**src/sac_pkg.sv**
```systemverilog
// Shared constants and types for the converter control block
package sac_pkg;

   localparam int          RES_W        = 12;
   localparam int          CH_W         = 5;
   localparam int          RTC_W        = 16;
   localparam logic [3:0]  RES_MSB      = 4'hb;
   localparam logic [11:0] SAR_TRIAL    = 12'h800;
   localparam logic [4:0]  CH_PIN_LAST  = 5'h0b;
   localparam logic [4:0]  CH_INT_FIRST = 5'h17;
   localparam logic [4:0]  CH_INT_LAST  = 5'h1b;
   localparam logic [4:0]  CH_VREFH     = 5'h1d;
   localparam logic [4:0]  CH_VREFL     = 5'h1e;
   localparam logic [4:0]  CH_OFF       = 5'h1f;
   localparam logic [4:0]  SAMPLE_SHORT = 5'h03;
   localparam logic [4:0]  SAMPLE_LONG  = 5'h13;

   typedef enum logic [1:0] {
      SAC_CK_BUS, SAC_CK_BUS_DIV2, SAC_CK_LOCAL, SAC_CK_ALT
   } sac_clk_src_t;

   typedef enum logic [1:0] {
      SAC_FMT_8, SAC_FMT_10, SAC_FMT_12
   } sac_fmt_t;

   typedef enum logic [1:0] {
      SAC_IDLE, SAC_SAMPLE, SAC_CONVERT
   } sac_sar_st_t;

   typedef struct packed {
      logic            done_irq_enable;
      logic            continuous_conv_enable;
      logic [CH_W-1:0] channel_select;
   } sac_sc1_t;

   typedef struct packed {
      logic             hw_trigger_select;
      logic             compare_function_enable;
      logic             compare_greater_equal;
      logic [RES_W-1:0] compare_value;
      sac_fmt_t         fmt;
      sac_clk_src_t     clk_src;
      logic             long_sample;
      logic             low_power;
   } sac_cfg_t;

   typedef struct packed {
      logic            pin_en;
      logic            internal_en;
      logic            ref_en;
      logic [CH_W-1:0] code;
   } sac_route_t;

   typedef struct packed {
      sac_sar_st_t      st;
      logic [4:0]       cnt;
      logic [3:0]       bitx;
      logic [RES_W-1:0] acc;
      logic             done;
      logic [RES_W-1:0] result;
   } sac_sar_s_t;

endpackage

```
**src/sac_top.sv**
```systemverilog
// Converter control: gating, channel routing, triggers, result and flags
//
// Functional notes
// - Clock gate bit comes up set.
// - Cleared gate bit stops the module's clock.
// - Codes 00000..01011 route pins AD0..AD11.
// - Reserved codes still convert, undefined result.
// - Codes select internal supplies, sensor, bandgap, references.
// - Four conversion clock sources are selectable.
// - Counter match starts conversion when hardware-triggered.
// - Match triggers regardless of counter interrupt enable.
// - Hardware trigger works in run, wait, deep stop.
// - Linear successive approximation gives twelve bits.
// - Result right-justified as 12, 10 or 8 bits.
// - Single and continuous modes; single returns idle.
// - Optional compare, less-than or greater-or-equal.
// - Completion flag and interrupt request provided.
// - Converter keeps running in wait and deep stop.
// - Sample time and speed/power are configurable.
// - Up to 19 inputs via channel select.
// - Control write aborts and restarts, or arms when hardware-triggered, unless all ones.
// - All-ones select powers off, ends continuous cleanly.
// - Flag clears on control write or low read.
// - Interrupt asserts while flag set and enabled.
`timescale 1ns/100ps
module sac_top (
   input  wire logic                      clk,
   input  wire logic                      rst_n,
   input  wire logic                      clock_gate_wr,
   input  wire logic                      clock_gate_wdata,
   input  wire logic                      sc1_wr,
   input  wire sac_pkg::sac_sc1_t         sc1_wdata,
   input  wire sac_pkg::sac_cfg_t         cfg,
   input  wire logic                      result_low_read,
   input  wire logic [sac_pkg::RTC_W-1:0] rtc_count_value,
   input  wire logic [sac_pkg::RTC_W-1:0] rtc_modulo_value,
   input  wire logic                      local_async_clock,
   input  wire logic                      alternate_clock,
   input  wire logic                      cmp_in,
   output logic                           module_clock_en,
   output sac_pkg::sac_sc1_t              sc1_rdata,
   output logic                           conversion_done_flag,
   output logic                           irq,
   output logic                           conv_active,
   output logic                           sar_power_on,
   output sac_pkg::sac_route_t            route,
   output logic      [sac_pkg::RES_W-1:0] dac_code,
   output logic      [sac_pkg::RES_W-1:0] result
);
   import sac_pkg::*;

   typedef struct packed {
      logic             gate;
      sac_sc1_t         sc1;
      logic             done;
      logic             irq;
      logic             armed;
      logic             match_q;
      logic             div;
      logic             slow;
      logic [RES_W-1:0] result;
      sac_route_t       route;
   } sac_top_s_t;

   sac_top_s_t s;
   sac_top_s_t next_s;

   logic             start;
   logic             abort;
   logic             tick;
   logic             raw_tick;
   logic             match;
   logic             hw_evt;
   logic             pass;
   logic             set_done;
   logic             clr_done;
   logic [4:0]       sample_len;
   logic [RES_W-1:0] fres;
   logic             sar_done;
   logic             sar_busy;
   logic [RES_W-1:0] sar_result;

   function automatic sac_route_t route_of(input logic [CH_W-1:0] ch);
      sac_route_t r;
      r.code = ch;
      r.pin_en = (ch <= CH_PIN_LAST);
      r.internal_en = (ch >= CH_INT_FIRST) && (ch <= CH_INT_LAST);
      r.ref_en = (ch == CH_VREFH) || (ch == CH_VREFL);
      return r;
   endfunction

   // Reserved codes leave every path off yet the search still runs
   sac_sar u_sar (
      .clk        (clk),
      .rst_n      (rst_n),
      .start      (start),
      .abort      (abort),
      .tick       (tick),
      .sample_len (sample_len),
      .cmp_in     (cmp_in),
      .dac_code   (dac_code),
      .busy       (sar_busy),
      .done       (sar_done),
      .result     (sar_result)
   );

   assign sample_len = cfg.long_sample ? SAMPLE_LONG : SAMPLE_SHORT;

   // Counter match as a one-cycle event; no counter interrupt gating
   assign match  = (rtc_count_value == rtc_modulo_value);
   assign hw_evt = match && !s.match_q;

   always_comb begin
      unique case (cfg.clk_src)
         SAC_CK_BUS:      raw_tick = 1'b1;
         SAC_CK_BUS_DIV2: raw_tick = s.div;
         SAC_CK_LOCAL:    raw_tick = local_async_clock;
         SAC_CK_ALT:      raw_tick = alternate_clock;
      endcase
   end

   // Low power halves the step rate, trading speed for current
   assign tick = s.gate && raw_tick && (!cfg.low_power || s.slow);

   always_comb begin
      unique case (cfg.fmt)
         SAC_FMT_8:  fres = {4'h0, sar_result[11:4]};
         SAC_FMT_10: fres = {2'h0, sar_result[11:2]};
         default:    fres = sar_result;
      endcase
   end

   always_comb begin
      if (!cfg.compare_function_enable) begin
         pass = 1'b1;
      end else if (cfg.compare_greater_equal) begin
         pass = (fres >= cfg.compare_value);
      end else begin
         pass = (fres < cfg.compare_value);
      end
   end

   assign set_done = s.gate && sar_done && pass;
   assign clr_done = s.gate && (sc1_wr || result_low_read);

   always_comb begin
      next_s = s;
      start = 1'b0;
      abort = 1'b0;
      next_s.match_q = match;
      if (clock_gate_wr) begin
         next_s.gate = clock_gate_wdata;
      end
      // Nothing advances without the module clock, so no trigger or write lands
      if (s.gate) begin
         next_s.div = !s.div;
         if (raw_tick) begin
            next_s.slow = !s.slow;
         end
         // A result landing with a control write is kept, as its flag is
         if (sar_done && pass) begin
            next_s.result = fres;
         end
         if (sc1_wr) begin
            next_s.sc1 = sc1_wdata;
            next_s.route = route_of(sc1_wdata.channel_select);
            next_s.armed = 1'b0;
            abort = 1'b1;
            if (sc1_wdata.channel_select != CH_OFF) begin
               if (cfg.hw_trigger_select) begin
                  next_s.armed = 1'b1;
               end else begin
                  start = 1'b1;
               end
            end
         end else begin
            if (s.armed && hw_evt && cfg.hw_trigger_select) begin
               start = 1'b1;
               next_s.armed = 1'b0;
            end
            if (sar_done) begin
               if (s.sc1.continuous_conv_enable) begin
                  if (cfg.hw_trigger_select) begin
                     next_s.armed = 1'b1;
                  end else begin
                     start = 1'b1;
                  end
               end
            end
         end
      end
      // A completion in the clearing cycle is kept
      next_s.done = set_done || (s.done && !clr_done);
      next_s.irq = next_s.done && next_s.sc1.done_irq_enable;
   end

   always_ff @(posedge clk) begin
      if (!rst_n) begin
         s <= '{gate: 1'b1,
                sc1: '{done_irq_enable: 1'b0, continuous_conv_enable: 1'b0,
                       channel_select: CH_OFF},
                done: 1'b0, irq: 1'b0, armed: 1'b0, match_q: 1'b0,
                div: 1'b0, slow: 1'b0, result: 12'h000,
                route: '{pin_en: 1'b0, internal_en: 1'b0, ref_en: 1'b0,
                         code: CH_OFF}};
      end else begin
         s <= next_s;
      end
   end

   assign module_clock_en      = s.gate;
   assign sc1_rdata            = s.sc1;
   assign conversion_done_flag = s.done;
   assign irq                  = s.irq;
   assign conv_active          = sar_busy;
   assign sar_power_on         = (s.sc1.channel_select != CH_OFF);
   assign route                = s.route;
   assign result               = s.result;

   AST_GATE_RESET: assert property (
      @(posedge clk) disable iff (!rst_n)
      $past(!rst_n) |-> module_clock_en)
      else $error("clock gate not set after reset");

   AST_GATE_CLEAR: assert property (
      @(posedge clk) disable iff (!rst_n)
      clock_gate_wr && !clock_gate_wdata |=> !module_clock_en)
      else $error("clock gate did not clear");

   AST_GATE_FREEZE: assert property (
      @(posedge clk) disable iff (!rst_n)
      !module_clock_en && !clock_gate_wr |=> $stable(result) && $stable(conv_active))
      else $error("block advanced while clock gated");

   AST_PIN_ROUTE: assert property (
      @(posedge clk) disable iff (!rst_n)
      module_clock_en && sc1_wr && sc1_wdata.channel_select <= CH_PIN_LAST
      |=> route.pin_en && !route.internal_en && route.code == $past(sc1_wdata.channel_select))
      else $error("pin channel not routed");

   AST_RESERVED_RUNS: assert property (
      @(posedge clk) disable iff (!rst_n)
      module_clock_en && sc1_wr && !cfg.hw_trigger_select
      && sc1_wdata.channel_select == 5'h1c
      |=> conv_active && !route.pin_en && !route.internal_en && !route.ref_en)
      else $error("reserved channel did not convert");

   AST_INTERNAL_SRC: assert property (
      @(posedge clk) disable iff (!rst_n)
      route.internal_en |-> route.code >= CH_INT_FIRST && route.code <= CH_INT_LAST
      && !route.pin_en)
      else $error("internal source decode wrong");

   AST_HW_TRIGGER: assert property (
      @(posedge clk) disable iff (!rst_n)
      module_clock_en && !sc1_wr && s.armed && cfg.hw_trigger_select && hw_evt
      |=> conv_active ##1 !s.armed || sc1_wr)
      else $error("counter match did not start conversion");

   AST_SINGLE_IDLE: assert property (
      @(posedge clk) disable iff (!rst_n)
      sar_done && !s.sc1.continuous_conv_enable && !sc1_wr && !start
      |=> !conv_active)
      else $error("single conversion did not return idle");

   AST_COMPARE_HOLD: assert property (
      @(posedge clk) disable iff (!rst_n)
      module_clock_en && sar_done && !pass
      |=> $stable(result) && (conversion_done_flag == $past(s.done && !clr_done)))
      else $error("failed compare changed result or flag");

   AST_OFF_STOP: assert property (
      @(posedge clk) disable iff (!rst_n)
      module_clock_en && sc1_wr && sc1_wdata.channel_select == CH_OFF
      |=> !conv_active && !sar_power_on)
      else $error("all-ones select did not stop converter");

   AST_DONE_CLEAR: assert property (
      @(posedge clk) disable iff (!rst_n)
      clr_done && !set_done |=> !conversion_done_flag)
      else $error("completion flag not cleared");

   AST_DONE_SET_WINS: assert property (
      @(posedge clk) disable iff (!rst_n)
      set_done |=> conversion_done_flag)
      else $error("completion lost");

   AST_IRQ: assert property (
      @(posedge clk) disable iff (!rst_n)
      $rose(conversion_done_flag) && sc1_rdata.done_irq_enable |-> irq)
      else $error("interrupt missing on completion");

   AST_GATE_WRITE_IGNORED: assert property (
      @(posedge clk) disable iff (!rst_n)
      !module_clock_en && sc1_wr |=> $stable(sc1_rdata) && $stable(route))
      else $error("control write taken while clock gated");

   AST_REF_ROUTE: assert property (
      @(posedge clk) disable iff (!rst_n)
      module_clock_en && sc1_wr
      && (sc1_wdata.channel_select == CH_VREFH || sc1_wdata.channel_select == CH_VREFL)
      |=> route.ref_en && !route.pin_en && !route.internal_en)
      else $error("reference channel not routed");

   AST_SW_START: assert property (
      @(posedge clk) disable iff (!rst_n)
      module_clock_en && sc1_wr && !cfg.hw_trigger_select
      && sc1_wdata.channel_select != CH_OFF |=> conv_active)
      else $error("control write did not start conversion");

   AST_WRITE_READBACK: assert property (
      @(posedge clk) disable iff (!rst_n)
      module_clock_en && sc1_wr |=> sc1_rdata == $past(sc1_wdata))
      else $error("control write not held");

   AST_ARM_WAIT: assert property (
      @(posedge clk) disable iff (!rst_n)
      module_clock_en && sc1_wr && cfg.hw_trigger_select |=> !conv_active)
      else $error("armed write started without a match");

   AST_FMT_NARROW: assert property (
      @(posedge clk) disable iff (!rst_n)
      set_done && cfg.fmt != SAC_FMT_12
      |=> result[RES_W-1:RES_W-2] == 2'h0)
      else $error("narrow result not right-justified");

   AST_FLAG_FROM_DONE: assert property (
      @(posedge clk) disable iff (!rst_n)
      $rose(conversion_done_flag) |-> $past(set_done))
      else $error("flag set without a completion");

   AST_IRQ_LEVEL: assert property (
      @(posedge clk) disable iff (!rst_n)
      irq == (conversion_done_flag && sc1_rdata.done_irq_enable))
      else $error("interrupt does not follow flag and enable");

   AST_CONT_RESTART: assert property (
      @(posedge clk) disable iff (!rst_n)
      module_clock_en && sar_done && s.sc1.continuous_conv_enable
      && !cfg.hw_trigger_select && !sc1_wr |=> conv_active)
      else $error("continuous conversion did not restart");

   AST_OFF_QUIET: assert property (
      @(posedge clk) disable iff (!rst_n)
      !sar_power_on && !sc1_wr |=> !conv_active)
      else $error("converter ran while powered off");

endmodule // sac_top

```
**src/sac_sar.sv**
```systemverilog
// Successive approximation search engine with sample phase
`timescale 1ns/100ps
module sac_sar (
   input  wire logic                     clk,
   input  wire logic                     rst_n,
   input  wire logic                     start,
   input  wire logic                     abort,
   input  wire logic                     tick,
   input  wire logic [4:0]               sample_len,
   input  wire logic                     cmp_in,
   output logic      [sac_pkg::RES_W-1:0] dac_code,
   output logic                          busy,
   output logic                          done,
   output logic      [sac_pkg::RES_W-1:0] result
);
   import sac_pkg::*;

   sac_sar_s_t s;
   sac_sar_s_t next_s;

   always_comb begin
      next_s = s;
      next_s.done = 1'b0;
      // A start also aborts whatever is running
      if (start) begin
         next_s.st = SAC_SAMPLE;
         next_s.cnt = sample_len;
         next_s.acc = SAR_TRIAL;
         next_s.bitx = RES_MSB;
      end else if (abort) begin
         next_s.st = SAC_IDLE;
      end else if (tick) begin
         unique case (s.st)
            SAC_IDLE: begin
            end
            SAC_SAMPLE: begin
               if (s.cnt == 5'h00) begin
                  next_s.st = SAC_CONVERT;
               end else begin
                  next_s.cnt = 5'(s.cnt - 5'h01);
               end
            end
            SAC_CONVERT: begin
               next_s.acc[s.bitx] = cmp_in;
               if (s.bitx == 4'h0) begin
                  next_s.st = SAC_IDLE;
                  next_s.done = 1'b1;
                  next_s.result = next_s.acc;
               end else begin
                  next_s.acc[4'(s.bitx - 4'h1)] = 1'b1;
                  next_s.bitx = 4'(s.bitx - 4'h1);
               end
            end
            default: next_s.st = SAC_IDLE;
         endcase
      end
   end

   always_ff @(posedge clk) begin
      if (!rst_n) begin
         s <= '{st: SAC_IDLE, cnt: 5'h00, bitx: 4'h0, acc: 12'h000,
                done: 1'b0, result: 12'h000};
      end else begin
         s <= next_s;
      end
   end

   assign dac_code = s.acc;
   assign busy     = (s.st != SAC_IDLE);
   assign done     = s.done;
   assign result   = s.result;

endmodule // sac_sar

```
**config.mk**
```make
export PLATFORM = sky130hd
export DESIGN_NAME = sac_top
export DESIGN_NICKNAME = d
export VERILOG_FILES = /design/src/sac_pkg.sv /design/src/sac_top.sv /design/src/sac_sar.sv
export SDC_FILE = /design/constraint.sdc
export NUM_CORES = 1
export LEC_CHECK = 0
export BUFFER_PORTS_ARGS = -buffer_cell sky130_fd_sc_hd__buf_2
export CAP_MARGIN = 25
export CORE_UTILIZATION = 52
export CTS_CLUSTER_SIZE = 28
export DETAILED_ROUTE_END_ITERATION = 12
export PLACE_DENSITY = 0.87
export SYNTH_ARGS = -nofsm -noshare
export SYNTH_HDL_FRONTEND = slang
export SYNTH_SLANG_ARGS = --single-unit
```
**constraint.sdc**
```tcl
create_clock -name clk -period 4.1 [get_ports clk]
set_input_delay 0.82 -clock clk [delete_from_list [all_inputs] [get_ports clk]]
set_output_delay 0.82 -clock clk [all_outputs]
set_load 0.03 [all_outputs]
```
# Word level (Yosys, flattened, before mapping)
# Index checks and enable logic that the tools add are counted.
[classes] add_sub_neg=2 multipliers=0 div_mod_pow=0 magnitude_cmp=9 eq_ne=19 shift=0 muxes=41 bitwise_logic=8 n_reduce_logical=47
[ops] op="$mux 35" n=1
[ops] op="$mux 34" n=1
[ops] op="$mux 29" n=1
[ops] op="$pmux 12 s2" n=1
[ops] op="$mux 1" n=22
[ops] op="$mux 22" n=1
[ops] op="$reduce_and 4->1" n=5
[ops] op="$eq 16x16->1" n=1
[ops] op="$mux 16" n=1
[ops] op="$mux 5" n=3
[ops] op="$logic_and 1x1->1" n=14
[ops] op="$mux 7" n=2
[ops] op="$mux 13" n=1
[ops] op="$bwmux 12" n=1
[ops] op="$ge 12x12->1" n=1
[ops] op="$lt 12x12->1" n=1
[ops] op="$or 12x12->12" n=1
[ops] op="$eq 5x5->1 const B" n=2
[ops] op="$lt 4x5->1 const B" n=2
[ops] op="$ne 5x5->1 const B" n=2
[ops] op="$demux 1 s4" n=2
[ops] op="$ge 4x1->1 const B" n=2
[ops] op="$ne 4x3->1 const B" n=2
[ops] op="$reduce_bool 2->1" n=4
[ops] op="26 further kinds" n=52
[totals] regBits=65 latchBits=0 ramBits=0 rom_bits=0 output_inout_bits=44 wordCells=149 memories=0

# Logic depth before layout (Yosys ltp)
# Gate-level depths: netlist of the first run.
[logic_depth] word_depth=12 depth_mapped=14 mapped_depth_nobuf=11

# Modules after synthesis
# Synthesis of the first run repeated with hierarchy kept, for this count alone.
[hier_totals] hier_cells=481 area_unflattened_um2=4157.7
[by_module_without_submodules] module="sac_top" n_inst=1 cells_per_inst=268 area_per_inst_um2=2108.3 seq_area_each_um2=580.6
[by_module_without_submodules] module="sac_sar" n_inst=1 cells_per_inst=213 area_per_inst_um2=2049.5 seq_area_each_um2=720.7

# Least setup slack after synthesis of the first run
# No wires, ideal clock.
[synth_timing] path_kind="in2reg" startpoint="in cfg[4] in the netlist's numbering" endpoint="reg s (netlist bit result[10])" arrival_time_ps=3511 required_time_ps=4028 path_slack_ps=517 cell_stages=13 path_cell_list="clkbuf_1 > mux2i_1 > o21ai_0 > ha_1 > a21oi_1 > o21ai_0 > a21o_1 > a2111oi_2 > mux2i_1 > a21o_1 > buf_2 > buf_2 > mux2i_1"
[synth_via] elab_chain_len=7
[synth_lines] item="from (decl)" line_no="sac_top.sv:33" text="input wire sac_pkg::sac_cfg_t cfg,"
[synth_lines] item="$eq 2x1->1 or $logic_not 2->1 (tied branches)" line_no="sac_top.sv:126" text="unique case (cfg.fmt)"
[synth_lines] item="$pmux 12 s2 (*)" line_no="sac_top.sv:126"
[synth_lines] item="named net fres[7]" line_no="sac_top.sv:78" text="logic [RES_W-1:0] fres;"
[synth_lines] item="$lt 12x12->1 or $ge 12x12->1 (tied branches)" line_no="sac_top.sv:139, sac_top.sv:137"
[synth_lines] item="$mux 1 (*)" line_no="sac_top.sv:136" text="end else if (cfg.compare_greater_equal) begin"
[synth_lines] item="$mux 1 (*)" line_no="sac_top.sv:134" text="if (!cfg.compare_function_enable) begin"
[synth_lines] item="$logic_and 1x1->1 (*)" line_no="sac_top.sv:161" text="if (sar_done && pass) begin"
[synth_lines] item="$reduce_and 2->1 (no line) (*)"
[synth_lines] item="to (signal assigned)" line_no="sac_top.sv:199" text="s <= '{gate: 1'b1,"
[synth_lines] item="to (signal assigned)" line_no="sac_top.sv:207" text="s <= next_s;"
[synth_lines] item="to (decl)" line_no="sac_top.sv:65" text="sac_top_s_t s;"
# Mark *: on every way through the listed nets, which the timed path passes. The rest lies on a longest branch.
# A chain may end at the register's enable or synchronous reset.

# Worst setup path in the final report of the first run
[layout_timing] startpoint="in cfg[4] in the netlist's numbering" endpoint="reg s (netlist bit result[1])"
# The elaborated chain is that of the path after synthesis.

==> metrics.cfg, run 1 <==
[synth]
synth_compound_area_share_pct = 14.7
ys.flop_type = dfxtp_1
syn_area_um2 = 3900
synth_xor_area_share_pct = 4.71
synthCells = 480
ys_ff_latch = 65
synth_top_family_by_area = simple AND/OR/NAND/NOR gates
synth_cell_types = 46
synthesis.nets = 562
ys_warn_count = 0
ys_seq_area_share_pct = 33.4
synthArstFlopShare_pct = 0
muxShareOfSynthArea_pct = 9.53
yosys.area_share.simple_pct = 21.1
synth-adder-area-share_pct = 4.17
avgSynthCellArea_um2 = 8.13
synth_edf_count = 0

[floorplanning]
io_pins = 113
core-area_um2 = 7250
start_util_pct = 53.8
die_area_um2 = 7850
chipHeight_um = 88.6
rows = 31
die_w_um = 88.6

[clocking]
root_buffer = clkbuf_8
path_clk_slew_ns = 0.08
htree_levels = 3
cts_tree = yes
cts_buffer_depth = 2
cts_setup_buffers = 0
hold_buffers = 0
cts_buffers = 9
cts_sinks = 65
ctsResizeCount = 0
insertion_delay_ns = 0.34

[layout]
n_fill_cell = 663
nNetsFinal = 621
final_common_cell = buf_2
mostFrequentLayoutCells = buf_2, dfxtp_1, nand2_1
syn_to_final_growth_pct = 13.9
diodes = 0
stdcell_count = 643
drive_gt1_share_pct = 27.4

[critical_path]
r2r_setup_slack_ns = 1.04
worstPathArrival_ns = 3.68
cp.required_ns = 4.36
cp-end-kind = register
crit_path_max_fanout = 14
start_kind = primary input
criticalPathCategory = primary input to register

[timing]
setup_viol = 0
drv_slew = 0
finalHoldViolCount = 0
maxSlewHeadroom_pct = 32.7
setup-tns-final_ns = 0
worst_pin_slew_ns = 0.997
rsz0062_at_grt = no
period_share_pct = 83.3
max_freq_mhz = 293
setup_ws_ns = 0.683
fin_skew_ns = 0.00895
min_period_ns = 3.42

[placement]
pre_cts_slack_ns = 0.332
dp_hpwl_um = 6640
port_buffers = 112
dp_cells = 627
place_congestion = 0.856

[detailed_routing]
wire_per_inst_um = 13.8
drtAntennaViolNets = 0
drtPass1Iterations = 4
via_count = 3396
route.detailed.drc = 0
avgViaCountPerCell = 5.28
first_iter_violations = 85
finalWirelength_um = 8870

[status]
status = completed

[global_routing]
grt_max_degree = 38
grtUsageTotal_pct = 23.5
gr-total-overflow = 0
grt_pass1_wl_um = 14200
grt_pass1_vias = 3201
antenna_found_initial = 0

[min_path]
hold_class = register to register

[flow_run]
drv_cap = 0

[power]
power_density_nw_per_um2 = 350
ir_drop_uv = 216
p_leak_nw = 2.01

-- cell usage after synthesis (2+ instances only) --
library cell | instances | share of area (%)
nand2_1 | 64 | 6.2
o211ai_1 | 5 | 0.96
a21o_1 | 3 | 0.58
and3_1 | 3 | 0.48
dfxtp_1 | 65 | 33
buf_2 | 4 | 0.51
a211oi_2 | 8 | 2.6
a311oi_1 | 3 | 0.67
or2_2 | 5 | 0.80
ha_1 | 13 | 4.2
o21ai_0 | 20 | 2.6
xnor2_1 | 21 | 4.7
nand2b_1 | 6 | 0.96
inv_1 | 18 | 1.7
buf_4 | 40 | 7.7
clkbuf_1 | 21 | 2.0
nor4_1 | 4 | 0.64
mux2i_1 | 36 | 9.2
and2_1 | 4 | 0.64
or3_1 | 2 | 0.32
a21oi_1 | 34 | 4.4
nor2_1 | 44 | 4.2
nand3_1 | 14 | 1.8
nor2b_1 | 5 | 0.80
nor3_1 | 7 | 0.90
o2bb2ai_1 | 2 | 0.45
a211oi_1 | 4 | 0.77
nand4_1 | 7 | 1.1
-- power by group --
group / internal [W] / switching (W) / total (W) / leakage, nW
sequential: 0.000647 / 0.0000190 / 0.000666 / 0.528
clock: 0.000410 / 0.000272 / 0.000682 / 0.124
combinational: 0.0000808 / 0.000125 / 0.000206 / 1.35
total: 0.00114 / 0.000416 / 0.00155 / 2.01
-- final timing paths --
check                                from                      to  cells after the start
min                 route[6]$_SDFFE_PN0P_   route[6]$_SDFFE_PN0P_                      2
max                                cfg[4]  result[1]$_SDFFE_PN0P_                     11
max reg2reg  u_sar.result[9]$_SDFFE_PN0P_  result[1]$_SDFFE_PN0P_                     10
min reg2reg         route[6]$_SDFFE_PN0P_   route[6]$_SDFFE_PN0P_                      2
-- logic make-up after synthesis --
| group | count (synthesis) |
|---|---|
| adders and majority gates | 13 |
| and+or+nand+nor | 172 |
| DFF | 65 |
| xor gates and xnor gates | 21 |
| buffers and inverters | 86 |
| muxes | 37 |
| AOI/OAI and AO/OA | 86 |
-- metal layers --
metal	wire length [um]	vias to the layer above	global-route usage, %
met3	439	18	5.13
met5	0	-	0
met4	169	0	9.53
met2	4250	97	39.8
li1	-	1725	-
met1	4010	1556	29.0
-- flip-flops by register name, indices dropped and copies added, names as in the netlist --
register / cells
result: 12
u_sar.dac_code: 12
u_sar.result: 12
u_sar.s: 11
route: 8
s: 4
sc1_rdata: 2
conversion_done_flag: 1
irq: 1
module_clock_en: 1
u_sar.done: 1
-- stage by stage --
step | hold WS (ns) | util, % | power [W] | instance area (um^2)
global placement | 0.441 | 57.8 | 0.000876 | 4190
CTS | 0.456 | 61.3 | 0.00156 | 4440
detailed placement | 0.444 | 57.8 | 0.000885 | 4190
global route | 0.484 | 61.3 | 0.00161 | 4440
finish | 0.453 | 61.3 | 0.00155 | 4440
floorplan | 0.432 | - | 0.000825 | 3900
-- worst max-delay path, stage by stage --
cell       delay [ns]
buf_2            0.24
mux2i_1          0.23
o21ai_0          0.13
ha_1             0.34
a21oi_1          0.13
o21ai_0          0.11
a21o_1           0.20
a2111oi_2        0.39
mux2i_1          0.23
a21o_1           0.58
mux2i_1          0.27
-- cell type report --
class | count | area [um^2] | area share, %
timing repair buffer | 115 | 583 | 13.1
inverter | 19 | 71.3 | 1.61
tap | 99 | 124 | 2.79
clock inverter | 7 | 125 | 2.82
clock buffer | 9 | 124 | 2.79
multi-input combinational | 329 | 2110 | 47.6
sequential | 65 | 1300 | 29.3
Power figures use the tool's default switching activity.
==> run 2: changes to the inputs <==
--- a/config.mk
+++ b/config.mk
@@ -7,10 +7,10 @@
 export LEC_CHECK = 0
 export BUFFER_PORTS_ARGS = -buffer_cell sky130_fd_sc_hd__buf_2
 export CAP_MARGIN = 25
-export CORE_UTILIZATION = 52
+export CORE_UTILIZATION = 47
 export CTS_CLUSTER_SIZE = 28
 export DETAILED_ROUTE_END_ITERATION = 12
-export PLACE_DENSITY = 0.87
+export PLACE_DENSITY = 0.83
 export SYNTH_ARGS = -nofsm -noshare
 export SYNTH_HDL_FRONTEND = slang
 export SYNTH_SLANG_ARGS = --single-unit
==> constraint.sdc (replaced) <==
create_clock -name clk -period 2.7 [get_ports clk]
set_input_delay 0.54 -clock clk [delete_from_list [all_inputs] [get_ports clk]]
set_output_delay 0.54 -clock clk [all_outputs]
set_load 0.03 [all_outputs]
==> run 2 against run 1 <==
  * Clock power grew 37%
  * Clock-buffer cell count is the same
  * Global-route usage shrank 1.9 points
  * Clock skew grew 0.0057 ns
  * Register-to-register slack lost 0.90 ns
  * Sequential cell count is the same
  * First-iteration DRC count grew 86%
  * Critical endpoint unchanged
==> metrics.cfg, run 2 (synthesis results as in run 1) <==
[layout]
stdcell_count = 661  ; +2.8%
nNetsFinal = 636  ; +2.4%
syn_to_final_growth_pct = 18.1
mostFrequentLayoutCells = buf_2, nand2_1, dfxtp_1
final_common_cell = buf_2
diodes = 0  ; unchanged
n_fill_cell = 709  ; +6.9%
drive_gt1_share_pct = 30.1  ; +2.7 points

[floorplanning]
die_w_um = 93.1  ; +5.1%
start_util_pct = 49.5  ; -4.3 points
core-area_um2 = 7890  ; +8.7%
die_area_um2 = 8670  ; +10%
io_pins = 113  ; unchanged
chipHeight_um = 93.1  ; +5.1%
rows = 32  ; +3.2%

[global_routing]
grt_max_degree = 33  ; -13%
grtUsageTotal_pct = 21.6  ; -1.9 points
gr-total-overflow = 0  ; unchanged
grt_pass1_vias = 3320  ; +3.7%
antenna_found_initial = 0  ; unchanged
grt_pass1_wl_um = 14800  ; +4.4%

[power]
power_density_nw_per_um2 = 493  ; +41%
total_power_w = 0.00227  ; +46%
ir_drop_uv = 295  ; +37%
p_leak_nw = 2.09  ; +4.2%

[timing]
period_share_pct = 95.5
min_period_ns = 2.58
max_freq_mhz = 388
maxSlewHeadroom_pct = 69.1  ; +36 points
worst_pin_slew_ns = 0.463  ; -0.533 ns
setup_ws_ns = 0.122  ; -0.561 ns
fin_skew_ns = 0.0146  ; +0.00570 ns
finalHoldViolCount = 0  ; unchanged
setup-tns-final_ns = 0  ; unchanged
hold_slack_ns = 0.413  ; -0.0396 ns
setup_viol = 0  ; unchanged
drv_slew = 0  ; unchanged

[critical_path]
criticalPathCategory = primary input to register
start_kind = primary input
cp.required_ns = 2.98  ; -1.38 ns
slowest_stage = ha_1
worstPathArrival_ns = 2.86  ; -0.82 ns
crit_path_max_fanout = 22  ; +8
path_cells = buf_2, nand2_1, o21ai_1, ha_1, nand2_1, o21ai_0, a21o_1, a2111oi_4, mux2i_1, a21o_1, buf_12, mux2i_1
cp-end-kind = register
slowest_delay_ns = 0.31  ; -0.27 ns

[detailed_routing]
dr_wl_met3_um = 389  ; -11%
wl_met2_um = 4250  ; about the same
drtAntennaViolNets = 0  ; unchanged
finalWirelength_um = 8880  ; about the same
via_count = 3453  ; +1.7%
first_iter_violations = 158  ; +86%
avgViaCountPerCell = 5.22  ; -1.1%
route.detailed.drc = 0  ; unchanged
wire_per_inst_um = 13.4  ; -2.7%
route.layer.met1.wl_um = 4130  ; +3.0%
topRoutingLayerUsed = met4
drtPass1Iterations = 4  ; unchanged

[clocking]
hold_buffers = 0  ; unchanged
root_buffer = clkbuf_8
cts_tree = yes
htree_levels = 3  ; unchanged
cts_buffer_depth = 2  ; unchanged
insertion_delay_ns = 0.35  ; about the same
cts_sinks = 65  ; unchanged
path_clk_slew_ns = 0.08  ; about the same
cts_buffers = 9  ; unchanged

[min_path]
hold_class = primary input to register

[placement]
dp_cells = 645  ; +2.9%
dp_hpwl_um = 6720  ; +1.2%
port_buffers = 112  ; unchanged
pre_cts_slack_ns = -0.345  ; -0.677 ns
place_congestion = 0.886  ; +3.6%

[status]
status = completed

[flow_run]
drv_cap = 0  ; unchanged

## run 2: cell type report
cell class	instances	area [um^2]	share of cell area (%)
inverters	19	71.3	1.55
repair buffers	130	739	16.1
flip-flops and latches	65	1300	28.3
multi-input cells	329	2140	46.4
clock buffers	9	124	2.69
clock inverters	7	104	2.25
well taps	102	128	2.77
## run 2: through the flow
stage               utilization [%]  cell area (um^2)
finish                         58.4              4610
global route                   58.4              4610
CTS                            58.0              4580
detailed placement             55.1              4350
global placement               55.1              4350
floorplan                         -              3940
## run 2: critical path, delay by kind of cell
family	cells	cell delay, ns
compound gates	5	0.96
buf+inv	2	0.44
mux	2	0.43
fa+ha+maj	1	0.31
simple gates	2	0.17
## run 2: routing by layer
| metal | global-route usage (%) | vias up |
|---|---|---|
| li1 | - | 1758 |
| met1 | 26.9 | 1593 |
| met2 | 36.1 | 92 |
| met3 | 4.72 | 10 |
| met4 | 8.72 | 0 |
| met5 | 0 | - |
## run 2: final timing paths
path	start	endpoint	slack, ns	cells after the start
worst min-delay path	clock_gate_wdata	module_clock_en$_SDFFE_PN1P_	0.41	3
worst max register to register	u_sar.result[8]$_SDFFE_PN0P_	result[1]$_SDFFE_PN0P_	0.14	11
worst max-delay path	cfg[5]	result[1]$_SDFFE_PN0P_	0.12	12
worst min register to register	s[20]$_SDFFE_PN0P_	s[20]$_SDFFE_PN0P_	0.46	2
## run 2: report_power, final
part | switching (W) | internal [W] | leakage (nW) | total (W)
Combinational | 0.000191 | 0.000134 | 1.45 | 0.000325
Clock | 0.000408 | 0.000529 | 0.114 | 0.000937
Sequential | 0.0000262 | 0.000982 | 0.528 | 0.00101
Total | 0.000625 | 0.00164 | 2.09 | 0.00227
## run 2: what timing repair did
| action | 4_1_cts | 5_1_grt |
|---|---|---|
| endpoints found under the setup margin | 0 | 14 |
| resized for setup | 0 | 10 |
| endpoints found under the hold margin | 0 | 0 |
| setup buffers | 0 | 0 |
